### src/pmrp_cfg.svh
// Purpose: constants of the program memory read port
// Assumes: included by its bare name wherever a constant is needed
// Notes: offsets are register indices; the byte address is four times the index
`ifndef PMRP_CFG_SVH
`define PMRP_CFG_SVH

// register indices
`define PMRP_IDX_DATA_LOW 12'h10c
`define PMRP_IDX_ADDR_LOW 12'h10d
`define PMRP_IDX_DATA_HIGH 12'h10e
`define PMRP_IDX_ADDR_HIGH 12'h10f
`define PMRP_IDX_CONTROL 12'h18c

// field positions and widths
`define PMRP_CTRL_TRIG_BIT 0
`define PMRP_CTRL_RSVD_BIT 7
`define PMRP_DATA_HIGH_W 6
`define PMRP_ADDR_HIGH_W 5
`define PMRP_WORD_W 14
`define PMRP_ADDR_W 13
`define PMRP_FLASH_AW 11

// reset values
`define PMRP_RST_DATA 8'h00
`define PMRP_RST_ADDR 8'h00
`define PMRP_RST_ADDR_HI 5'h00
`define PMRP_RST_DATA_HI 6'h00
`define PMRP_RST_TRIG 1'b0
`define PMRP_CTRL_FIXED 8'h80

// timing: one instruction cycle, in ns, and the clock rate in MHz
`define PMRP_INSTR_CYCLE_NS 200
`define PMRP_CLK_MHZ 20
`define PMRP_CYC_CLKS ((`PMRP_INSTR_CYCLE_NS * `PMRP_CLK_MHZ) / 1000)

// AXI responses
`define PMRP_RESP_OKAY 2'b00
`define PMRP_RESP_SLVERR 2'b10

`endif

### src/pmrp_pkg.sv
// Purpose: types of the program memory read port
// Assumes: nothing
// Notes: states are gray coded along the read sequence
package pmrp_pkg;

    typedef enum logic [1:0] {
        PMRP_IDLE = 2'b00,
        PMRP_ARMED = 2'b01,
        PMRP_WAIT = 2'b11,
        PMRP_FETCH = 2'b10
    } pmrp_state_e;

    typedef logic [1:0] pmrp_resp_t;

endpackage : pmrp_pkg

### src/pmrp_cycle_timer.sv
// Purpose: instruction cycle enable from the system clock
// Assumes: CLKS of at least two
// Notes: cycEn is high for the last clock of each instruction cycle
`timescale 1ns/100ps
`default_nettype none

module pmrp_cycle_timer #(
    parameter int unsigned CLKS = 4
) (
    input wire logic clk,
    input wire logic srst,
    output logic cycEn
);

    localparam int unsigned CW = (CLKS > 1) ? $clog2(CLKS) : 1;

    logic [CW-1:0] cnt_r;
    logic [CW-1:0] cnt_nxt;
    wire logic lastClk;

    assign lastClk = (cnt_r == CW'(CLKS - 1));
    assign cnt_nxt = lastClk ? '0 : cnt_r + CW'(1);

    always_ff @(posedge clk)
    begin
        if (srst)
        begin
            cnt_r <= '0;
            cycEn <= 1'b0;
        end
        else
        begin
            cnt_r <= cnt_nxt;
            cycEn <= (cnt_nxt == CW'(CLKS - 1));
        end
    end

endmodule : pmrp_cycle_timer

`default_nettype wire

### src/pmrp_top.sv
// Purpose: program memory read port behind an AXI4-Lite register slave
// Assumes: flash array answers flashData one clock after flashRdEn
// Notes: one instruction cycle is CYC_CLKS clocks
`timescale 1ns/100ps
`default_nettype none
`include "pmrp_cfg.svh"

module pmrp_top #(
    parameter int unsigned AXI_AW = 12,
    parameter int unsigned CYC_CLKS = `PMRP_CYC_CLKS
) (
    input wire logic clk,
    input wire logic srst,
    input wire logic [AXI_AW-1:0] s_axi_awaddr,
    input wire logic s_axi_awvalid,
    output logic s_axi_awready,
    input wire logic [31:0] s_axi_wdata,
    input wire logic [3:0] s_axi_wstrb,
    input wire logic s_axi_wvalid,
    output logic s_axi_wready,
    output logic [1:0] s_axi_bresp,
    output logic s_axi_bvalid,
    input wire logic s_axi_bready,
    input wire logic [AXI_AW-1:0] s_axi_araddr,
    input wire logic s_axi_arvalid,
    output logic s_axi_arready,
    output logic [31:0] s_axi_rdata,
    output logic [1:0] s_axi_rresp,
    output logic s_axi_rvalid,
    input wire logic s_axi_rready,
    output logic [`PMRP_FLASH_AW-1:0] flashAddr,
    output logic flashRdEn,
    input wire logic [`PMRP_WORD_W-1:0] flashData,
    output logic instrSuppress,
    output logic readBusy
);

    logic [7:0] dataLow_r;
    logic [`PMRP_DATA_HIGH_W-1:0] dataHigh_r;
    logic [7:0] addrLow_r;
    logic [`PMRP_ADDR_HIGH_W-1:0] addrHigh_r;
    logic trig_r;
    pmrp_pkg::pmrp_state_e state_r;
    pmrp_pkg::pmrp_state_e state_nxt;
    logic capture_r;

    logic awHeld_r;
    logic [AXI_AW-1:0] awAddr_r;
    logic wHeld_r;
    logic [7:0] wByte_r;
    logic wLane0_r;
    logic bvalid_r;
    pmrp_pkg::pmrp_resp_t bresp_r;

    logic rvalid_r;
    logic [31:0] rdata_r;
    pmrp_pkg::pmrp_resp_t rresp_r;

    wire logic cycEn;

    function automatic logic hitIdx(input logic [AXI_AW-1:0] addr, input logic [11:0] idx);
        logic [AXI_AW+1:0] byteAddr;
        byteAddr = {idx, 2'b00};
        hitIdx = (addr == byteAddr[AXI_AW-1:0]);
    endfunction : hitIdx

    function automatic logic isMapped(input logic [AXI_AW-1:0] addr);
        isMapped = hitIdx(addr, `PMRP_IDX_DATA_LOW) || hitIdx(addr, `PMRP_IDX_DATA_HIGH)
            || hitIdx(addr, `PMRP_IDX_ADDR_LOW) || hitIdx(addr, `PMRP_IDX_ADDR_HIGH)
            || hitIdx(addr, `PMRP_IDX_CONTROL);
    endfunction : isMapped

    pmrp_cycle_timer #(
        .CLKS(CYC_CLKS)
    ) u_cycle_timer (
        .clk(clk),
        .srst(srst),
        .cycEn(cycEn)
    );

    // write path
    wire logic doWrite;
    wire logic wrOk;
    wire logic wrDataLow;
    wire logic wrDataHigh;
    wire logic wrAddrLow;
    wire logic wrAddrHigh;
    wire logic wrCtrl;
    wire logic trigSet;
    wire logic trigClr;
    wire logic fetchStart;
    wire logic [`PMRP_ADDR_W-1:0] fullAddr;

    assign s_axi_awready = !awHeld_r && !bvalid_r;
    assign s_axi_wready = !wHeld_r && !bvalid_r;
    assign doWrite = awHeld_r && wHeld_r && !bvalid_r;
    assign wrOk = doWrite && wLane0_r;
    assign wrDataLow = wrOk && hitIdx(awAddr_r, `PMRP_IDX_DATA_LOW);
    assign wrDataHigh = wrOk && hitIdx(awAddr_r, `PMRP_IDX_DATA_HIGH);
    assign wrAddrLow = wrOk && hitIdx(awAddr_r, `PMRP_IDX_ADDR_LOW);
    assign wrAddrHigh = wrOk && hitIdx(awAddr_r, `PMRP_IDX_ADDR_HIGH);
    assign wrCtrl = wrOk && hitIdx(awAddr_r, `PMRP_IDX_CONTROL);
    // writing one starts a read; zero has no effect; ignored while busy
    assign trigSet = wrCtrl && wByte_r[`PMRP_CTRL_TRIG_BIT] && (state_r == pmrp_pkg::PMRP_IDLE);
    assign trigClr = (state_r == pmrp_pkg::PMRP_FETCH) && cycEn;
    assign fetchStart = (state_r == pmrp_pkg::PMRP_WAIT) && cycEn;
    // full 13-bit address; only the low 11 bits reach the fitted 2K array
    assign fullAddr = {addrHigh_r, addrLow_r};

    always_ff @(posedge clk)
    begin
        if (srst)
        begin
            awHeld_r <= 1'b0;
            awAddr_r <= '0;
            wHeld_r <= 1'b0;
            wByte_r <= 8'h00;
            wLane0_r <= 1'b0;
            bvalid_r <= 1'b0;
            bresp_r <= `PMRP_RESP_OKAY;
        end
        else
        begin
            if (s_axi_awvalid && s_axi_awready)
            begin
                awHeld_r <= 1'b1;
                awAddr_r <= s_axi_awaddr;
            end
            else if (doWrite)
            begin
                awHeld_r <= 1'b0;
            end
            if (s_axi_wvalid && s_axi_wready)
            begin
                wHeld_r <= 1'b1;
                wByte_r <= s_axi_wdata[7:0];
                wLane0_r <= s_axi_wstrb[0];
            end
            else if (doWrite)
            begin
                wHeld_r <= 1'b0;
            end
            if (doWrite)
            begin
                bvalid_r <= 1'b1;
                bresp_r <= isMapped(awAddr_r) ? `PMRP_RESP_OKAY : `PMRP_RESP_SLVERR;
            end
            else if (s_axi_bready)
            begin
                bvalid_r <= 1'b0;
            end
        end
    end

    assign s_axi_bvalid = bvalid_r;
    assign s_axi_bresp = bresp_r;

    // read path
    wire logic arTake;
    wire logic [7:0] ctrlView;
    wire logic [7:0] dataHighView;
    wire logic [7:0] addrHighView;
    wire logic [7:0] readByte;

    assign arTake = s_axi_arvalid && s_axi_arready;
    assign s_axi_arready = !rvalid_r;
    assign ctrlView = `PMRP_CTRL_FIXED | {7'h00, trig_r};
    assign dataHighView = {2'b00, dataHigh_r};
    assign addrHighView = {3'b000, addrHigh_r};
    assign readByte = hitIdx(s_axi_araddr, `PMRP_IDX_DATA_LOW) ? dataLow_r
        : hitIdx(s_axi_araddr, `PMRP_IDX_DATA_HIGH) ? dataHighView
        : hitIdx(s_axi_araddr, `PMRP_IDX_ADDR_LOW) ? addrLow_r
        : hitIdx(s_axi_araddr, `PMRP_IDX_ADDR_HIGH) ? addrHighView
        : hitIdx(s_axi_araddr, `PMRP_IDX_CONTROL) ? ctrlView
        : 8'h00;

    always_ff @(posedge clk)
    begin
        if (srst)
        begin
            rvalid_r <= 1'b0;
            rdata_r <= 32'h0000_0000;
            rresp_r <= `PMRP_RESP_OKAY;
        end
        else if (arTake)
        begin
            rvalid_r <= 1'b1;
            rdata_r <= {24'h000000, readByte};
            rresp_r <= isMapped(s_axi_araddr) ? `PMRP_RESP_OKAY : `PMRP_RESP_SLVERR;
        end
        else if (s_axi_rready)
        begin
            rvalid_r <= 1'b0;
        end
    end

    assign s_axi_rvalid = rvalid_r;
    assign s_axi_rdata = rdata_r;
    assign s_axi_rresp = rresp_r;

    // read sequencer: armed for rest of current cycle, one normal cycle, then fetch
    always_comb
    begin
        state_nxt = state_r;
        case (state_r)
            pmrp_pkg::PMRP_IDLE:
            begin
                if (trigSet)
                begin
                    state_nxt = pmrp_pkg::PMRP_ARMED;
                end
            end
            pmrp_pkg::PMRP_ARMED:
            begin
                if (cycEn)
                begin
                    state_nxt = pmrp_pkg::PMRP_WAIT;
                end
            end
            pmrp_pkg::PMRP_WAIT:
            begin
                if (cycEn)
                begin
                    state_nxt = pmrp_pkg::PMRP_FETCH;
                end
            end
            pmrp_pkg::PMRP_FETCH:
            begin
                if (cycEn)
                begin
                    state_nxt = pmrp_pkg::PMRP_IDLE;
                end
            end
            default:
            begin
                state_nxt = pmrp_pkg::PMRP_IDLE;
            end
        endcase
    end

    always_ff @(posedge clk)
    begin
        if (srst)
        begin
            state_r <= pmrp_pkg::PMRP_IDLE;
            trig_r <= `PMRP_RST_TRIG;
        end
        else
        begin
            state_r <= state_nxt;
            if (trigSet)
            begin
                trig_r <= 1'b1;
            end
            else if (trigClr)
            begin
                trig_r <= 1'b0;
            end
        end
    end

    // flash access; no protection gating, any location is readable
    always_ff @(posedge clk)
    begin
        if (srst)
        begin
            flashRdEn <= 1'b0;
            flashAddr <= '0;
            capture_r <= 1'b0;
        end
        else
        begin
            flashRdEn <= fetchStart;
            capture_r <= flashRdEn;
            if (fetchStart)
            begin
                flashAddr <= fullAddr[`PMRP_FLASH_AW-1:0];
            end
        end
    end

    // address pair, software owned
    always_ff @(posedge clk)
    begin
        if (srst)
        begin
            addrLow_r <= `PMRP_RST_ADDR;
            addrHigh_r <= `PMRP_RST_ADDR_HI;
        end
        else
        begin
            if (wrAddrLow)
            begin
                addrLow_r <= wByte_r;
            end
            if (wrAddrHigh)
            begin
                addrHigh_r <= wByte_r[`PMRP_ADDR_HIGH_W-1:0];
            end
        end
    end

    // data pair: whole word lands at once; a completing read beats software
    always_ff @(posedge clk)
    begin
        if (srst)
        begin
            dataLow_r <= `PMRP_RST_DATA;
            dataHigh_r <= `PMRP_RST_DATA_HI;
        end
        else if (capture_r)
        begin
            dataLow_r <= flashData[7:0];
            dataHigh_r <= flashData[`PMRP_WORD_W-1:8];
        end
        else
        begin
            if (wrDataLow)
            begin
                dataLow_r <= wByte_r;
            end
            if (wrDataHigh)
            begin
                dataHigh_r <= wByte_r[`PMRP_DATA_HIGH_W-1:0];
            end
        end
    end

    assign instrSuppress = (state_r == pmrp_pkg::PMRP_FETCH);
    assign readBusy = trig_r;

endmodule : pmrp_top

`default_nettype wire

### config.mk
export PLATFORM = sky130hd
export DESIGN_NAME = pmrp_top
export DESIGN_NICKNAME = d
export VERILOG_FILES = /design/src/pmrp_pkg.sv /design/src/pmrp_cycle_timer.sv /design/src/pmrp_top.sv
export VERILOG_INCLUDE_DIRS = /design/src
export SDC_FILE = /design/constraint.sdc
export NUM_CORES = 1
export LEC_CHECK = 0
export BUFFER_PORTS_ARGS = -buffer_cell sky130_fd_sc_hd__buf_2
export CORE_ASPECT_RATIO = 1.2
export CORE_MARGIN = 5
export CORE_UTILIZATION = 50
export CTS_CLUSTER_SIZE = 30
export DETAILED_ROUTE_END_ITERATION = 10
export GPL_ROUTABILITY_DRIVEN = 0
export PLACE_DENSITY_LB_ADDON = 0.05
export SLEW_MARGIN = 40
export SYNTH_ARGS = -nofsm -noshare
export SYNTH_HDL_FRONTEND = slang
export SYNTH_SLANG_ARGS = --single-unit
### constraint.sdc
create_clock -name clk -period 1.9 [get_ports clk]
set_clock_uncertainty 0.05 [all_clocks]
set_input_delay 0.38 -clock clk [delete_from_list [all_inputs] [get_ports clk]]
set_output_delay 0.38 -clock clk [all_outputs]
set_load 0.005 [all_outputs]
======== After elaboration in Yosys (flattened, before gate mapping) ========
Index checks and enable logic that the tools add are counted.
storage, ports and cells
  bits of input ports ..................... 81
  bits in registers ....................... 83
  word-level logic and storage cells ...... 105
  output and inout bits ................... 55
operators by class
  muxes and demuxes ....................... 26
  equality and inequality tests ........... 19
  reductions and logical operators ........ 38
  add/sub/neg operators ................... 1
operators with widths
  operator                                                           number
  12-bit by 11-bit == test with 1-bit output, second input constant  10
  8-bit 2-to-1 mux                                                   7
  1-bit logical AND                                                  17
  2-bit 2-to-1 mux                                                   7
  2-bit nonzero test                                                 7
  6-bit 2-to-1 mux                                                   2
  1-bit 2-to-1 mux                                                   9
  2-bit == test, second input constant                               4
  1-bit logical OR                                                   8
  2-bit case mux with 4 select lines                                 1
  2-bit by 1-bit != test with 1-bit output, second input constant    3
  1-bit zero test                                                    4
  4-bit AND reduction                                                1
  2-bit by 1-bit adder with 2-bit output, second input constant      1
  2-bit by 1-bit == test with 1-bit output, second input constant    1
  2-bit zero test                                                    1
  2-bit != test, second input constant                               1

======== Longest topological paths before layout ========
  depth after elaboration ................. 8
  depth in mapped cells ................... 6
  mapped depth without buffers ............ 4

======== Cells and area by module ========
Synthesis repeated with hierarchy kept, for this count alone.
unflattened totals
  cells, all modules ...................... 453
  area, all modules ....................... 3,722.3 sq um
modules (own cells, without submodules)
  module            cells an instance  area each (sq um)  times used
  pmrp_top          444                3,613.5            1
  pmrp_cycle_timer  9                  108.9              1

======== Worst setup path before layout ========
No wires, ideal clock.
  path kind ............................... register -> register
  start ................................... register bvalid_r (netlist: s_axi_bvalid)
  end ..................................... register dataLow_r[2]
  data required time ...................... 1,708 ps
  setup time .............................. 142 ps
  cell stages (with the launch flop) ...... 7
  setup slack ............................. 205 ps
  data arrival time ....................... 1,503 ps
  clock period less this slack ............ 1,695 ps
  cells stage by stage .................... dfxtp_1 > nand3b_4 > or3b_1 > buf_6 > buf_8 > o31ai_1 > a221oi_1
on the way
  word-level cells in the longest chain between the ends .. 5
ends and longest elaborated chain
  item                                 line             text
  from (decl)                          pmrp_top.sv:52   logic bvalid_r;
  from (signal assigned)               pmrp_top.sv:119  bvalid_r <= 1'b0;
  from (signal assigned)               pmrp_top.sv:145  bvalid_r <= 1'b1;
  from (signal assigned)               pmrp_top.sv:150  bvalid_r <= 1'b0;
  1-bit zero test                      pmrp_top.sv:96   assign doWrite = awHeld_r && wHeld_r && !bvalid_r;
  1-bit logical AND                    pmrp_top.sv:96
  1-bit logical AND                    pmrp_top.sv:97   assign wrOk = doWrite && wLane0_r;
  1-bit logical AND                    pmrp_top.sv:98   assign wrDataLow = wrOk && hitIdx(awAddr_r, `PMRP_IDX_DATA_LOW);
  2-bit nonzero test (no source line)  -
  to (signal assigned)                 pmrp_top.sv:308  dataLow_r <= `PMRP_RST_DATA;
  to (signal assigned)                 pmrp_top.sv:313  dataLow_r <= flashData[7:0];
  to (signal assigned)                 pmrp_top.sv:320  dataLow_r <= wByte_r;
  to (decl)                            pmrp_top.sv:38   logic [7:0] dataLow_r;
Every way passes these cells.
A chain may end at the register's enable or synchronous reset.

======== Final worst setup path ========
  start ................................... register awHeld_r
  end ..................................... register dataLow_r[3]
on the way
  word-level cells in the longest chain between the ends .. 5
ends and longest elaborated chain
  item                                 line             text
  from (decl)                          pmrp_top.sv:47   logic awHeld_r;
  from (signal assigned)               pmrp_top.sv:114  awHeld_r <= 1'b0;
  from (signal assigned)               pmrp_top.sv:126  awHeld_r <= 1'b1;
  from (signal assigned)               pmrp_top.sv:131  awHeld_r <= 1'b0;
  1-bit logical AND (2 in series)      pmrp_top.sv:96
  1-bit logical AND                    pmrp_top.sv:97
  1-bit logical AND                    pmrp_top.sv:98
  2-bit nonzero test (no source line)  -
Every way passes these cells.

==> results.txt <==
The first global-routing pass estimated 15.8 mm of wire. IR analysis of the VDD net gives a maximum drop of 0.440 mV. Clock tree synthesis inserted a total of 9 buffers.

Along the worst path, the maximum fanout reaches 27. The netlist area before placement is 3820 µm². The die is 106 µm tall.

The via count of the first global-routing pass came out at 3,246. The flow ran to the end, and the final reports show no timing, DRC or antenna violations. The startpoint identified for the worst register-to-register timing path is awHeld_r$_SDFFE_PP0P_.

The residual antenna-violating net count after detailed routing is 0. The tools report the sort of element at the start of the critical path as a flop. In the final layout, the share of cells above drive strength 1 is 24.7%. The tree built by TritonCTS fans out to 81 sinks.

0 antenna diodes ended up in the layout. The critical path starts at awHeld_r$_SDFFE_PP0P_. The tool flagged a number of max-cap violations equal to 0. Summing the sequential cell areas from Yosys gives 42.4% of the chip area. The logs give 0 for the count of pins over their slew limit and 136 for the number of I/O pins. The first TritonRoute pass finished after 5 iterations. For the required time at the endpoint of the critical path, the log shows 2.07 ns. After synthesis, the mean cell area works out to 8.52 µm². Port buffering added 82 buffers. STA classifies the critical path endpoint as a flop.

For the final hold slack, the log shows 0.206 ns. The CTS H-tree depth is 3, and the setup-violating endpoint count in the final report is 0. Path class of the lowest-slack min-delay path: in -> reg. The initial antenna violation count is 0, and the synthesized netlist cell count is 449.

For the number of hold-slack violations in the final timing report, the log shows 0. The analysis attributes to cell leakage a power of 0.00177 µW. The final layout contains routed wiring with a total length of 9.66 mm. The placement row count was 35. Clock-pin slew was measured on the worst setup and hold paths at 0.09 ns.

In this run the register-to-register setup slack is 0.15 ns. For the area of combinational cells with multiple inputs, the log shows 1880 µm². The root buffer cell chosen for the clock tree is clkbuf_8.

The data arrival at the endpoint of the critical path was 1.92 ns. For this run, the top clock speed supported by timing is 571 MHz. Once the floorplan was initialized, standard cells occupied 50.5% of the core. The routed layout has 3,431 vias. In the final routed layout, each cell accounts on average for 15.6 µm. The tools report the area of the core as 7580 µm². For the combined flip-flop and latch cell area, the log shows 1620 µm². The number of warning messages in the yosys log was 0. The netlist uses 47 different library cells. After the first detailed-routing iteration, the DRC count stood at 239. Summed over all nets, the half-perimeter wirelength after detailed placement is 7.09 mm. Setup repair after global routing left no endpoint under its margin.

The clock reaches the later pin of the worst-skew pair after 0.36 ns. Entering global routing, the biggest net connects 34 pins. The flop and latch count out of synthesis works out to 81. In the final design database the tool counted 604 nets.

The die covers 9510 µm². The total overflow left after global routing is 0. The worst hold path begins at s_axi_awaddr[4]. Dominant synthesized flop cell: dfxtp_1. TritonCTS built the clock tree.

Global routing consumed, over all layers together, 20.0% of the routing resources. For the maximum number of buffers from clock root to sink, the log shows 2. The layout overhead on the synthesized area came out at 15.0%. The actual transition at the worst max-transition pin is 0.565 ns, and the post-synthesis async set-or-reset flop share is 0%. For this run, design rule violations remaining after detail routing come to 0. The width of the die is 89.8 µm, and the total of fill cells in the finished design is 746. Setup total negative slack on the finished layout was measured at 0 ns.

The worst path uses 92.2% of the clock period. Headroom to the max-slew limit came out at 62.2%. The count of flip-flops with a built-in enable after synthesis was 0.

The power per cell area was 741 nW/µm². After detailed routing, the number of vias per cell comes to 5.55. The worst path needs 1.75 ns of the cycle, external delays included.

The worst setup path is of the reg -> reg kind.
[synthesized netlist by cell type (3+ instances only)]
cell type / number / area share [%]
buf_1: 6 / 0.59
o31ai_1: 27 / 5.3
buf_4: 27 / 5.3
a41oi_1: 14 / 3.2
nand4_1: 15 / 2.5
o31ai_2: 4 / 1.3
nor3_1: 3 / 0.39
a221oi_1: 16 / 3.7
and2_1: 4 / 0.65
clkbuf_1: 18 / 1.8
buf_2: 4 / 0.52
nand2b_1: 6 / 0.98
nor2b_1: 8 / 1.3
nor2_1: 15 / 1.5
o22ai_1: 6 / 0.98
a21oi_1: 53 / 6.9
o21ai_0: 7 / 0.92
mux2_2: 5 / 1.5
inv_1: 21 / 2.1
dfxtp_1: 81 / 42
nand2_1: 76 / 7.5
[per-layer routing]
metal	wire length, µm	global-route usage [%]	share of wire (%)	vias to the layer above
met1	4060	25.4	42	1565
met2	4730	33.3	49	133
met4	165	6.37	1.7	0
met5	0	0	0	-
met3	700	5.00	7.2	14
li1	-	-	-	1719
[worst max-delay path, cell delays in order (launching register included)]
cell,delay [ns]
dfxtp_1,0.42
nand3b_4,0.13
or3b_1,0.38
buf_4,0.24
o31ai_2,0.27
a221oi_1,0.11
[through the flow]
stage               util [%]  worst slack, ns  power, µW  instance area, µm²  std cells
floorplan                  -            0.205       2050                3920        474
global placement        55.6            0.122       2130                4210        602
detailed placement      55.6           0.0504       2140                4210        602
CTS                     57.9            0.145       3290                4390        618
global route            58.1           0.0192       3410                4400        618
finish                  58.1            0.148       3260                4400        618
[layout by cell type (no fill, tap or decap), drive strengths merged, types with 6 or more instances in the layout]
| master | instances |
|---|---|
| o21ai | 7 |
| nor2b | 8 |
| dfxtp | 81 |
| clkbuf | 9 |
| buf | 94 |
| a21oi | 53 |
| o22ai | 6 |
| conb | 26 |
| nand2b | 6 |
| nand4 | 15 |
| nor2 | 15 |
| nand2 | 76 |
| o31ai | 31 |
| a221oi | 16 |
| a41oi | 14 |
| inv | 22 |
[repair_timing]
action,CTS,global route
endpoints found under the hold margin,0,0
buffers inserted,0,0
hold buffers,0,0
gates resized for setup,0,3
setup endpoints to repair,0,5
[power by group]
part / internal, µW / total [µW] / switching [µW]
Sequential: 1740 / 1800 / 51.1
Combinational: 119 / 310 / 191
Clock: 485 / 1160 / 670
[logic make-up (layout without fill, tap and decap cells)]
logic type	after synthesis	after routing	synth area share, %
AND/OR/NAND/NOR	147	147	20.2
other	1	26	0.0980
adder cells (fa/ha/maj)	2	2	0.654
multiplexers	7	7	2.00
AO/OA/AOI/OAI	132	132	23.4
flip-flops	81	81	42.4
buffers and inverters	79	131	11.2
[registers in the layout (all words and copies together), names as in the netlist, 2 cells and up]
signal and flops:
addrHigh_r 5, addrLow_r 8, awAddr_r 12, dataHigh_r 6, dataLow_r 8, flashAddr 11
s_axi_rdata 8, state_r 2, u_cycle_timer.cnt_r 2, wByte_r 8
[worst paths after layout]
kind	endpoint	depth (start not counted)
worst max-delay path	dataLow_r[3]$_SDFFE_PP0P_	5
worst min-delay path	awAddr_r[4]$_SDFFE_PP0P_	3
worst max register to register	dataLow_r[3]$_SDFFE_PP0P_	5
worst min register to register	flashAddr[7]$_SDFFE_PP0P_	2
[layout make-up]
cell class	count	area share, %
inverter	21	1.79
multi-input combinational	314	42.7
timing repair buffer	94	11.9
tap	92	2.62
clock buffer	9	2.82
clock inverter	7	1.25
sequential	81	36.9
(Power assumes the default switching activity.)
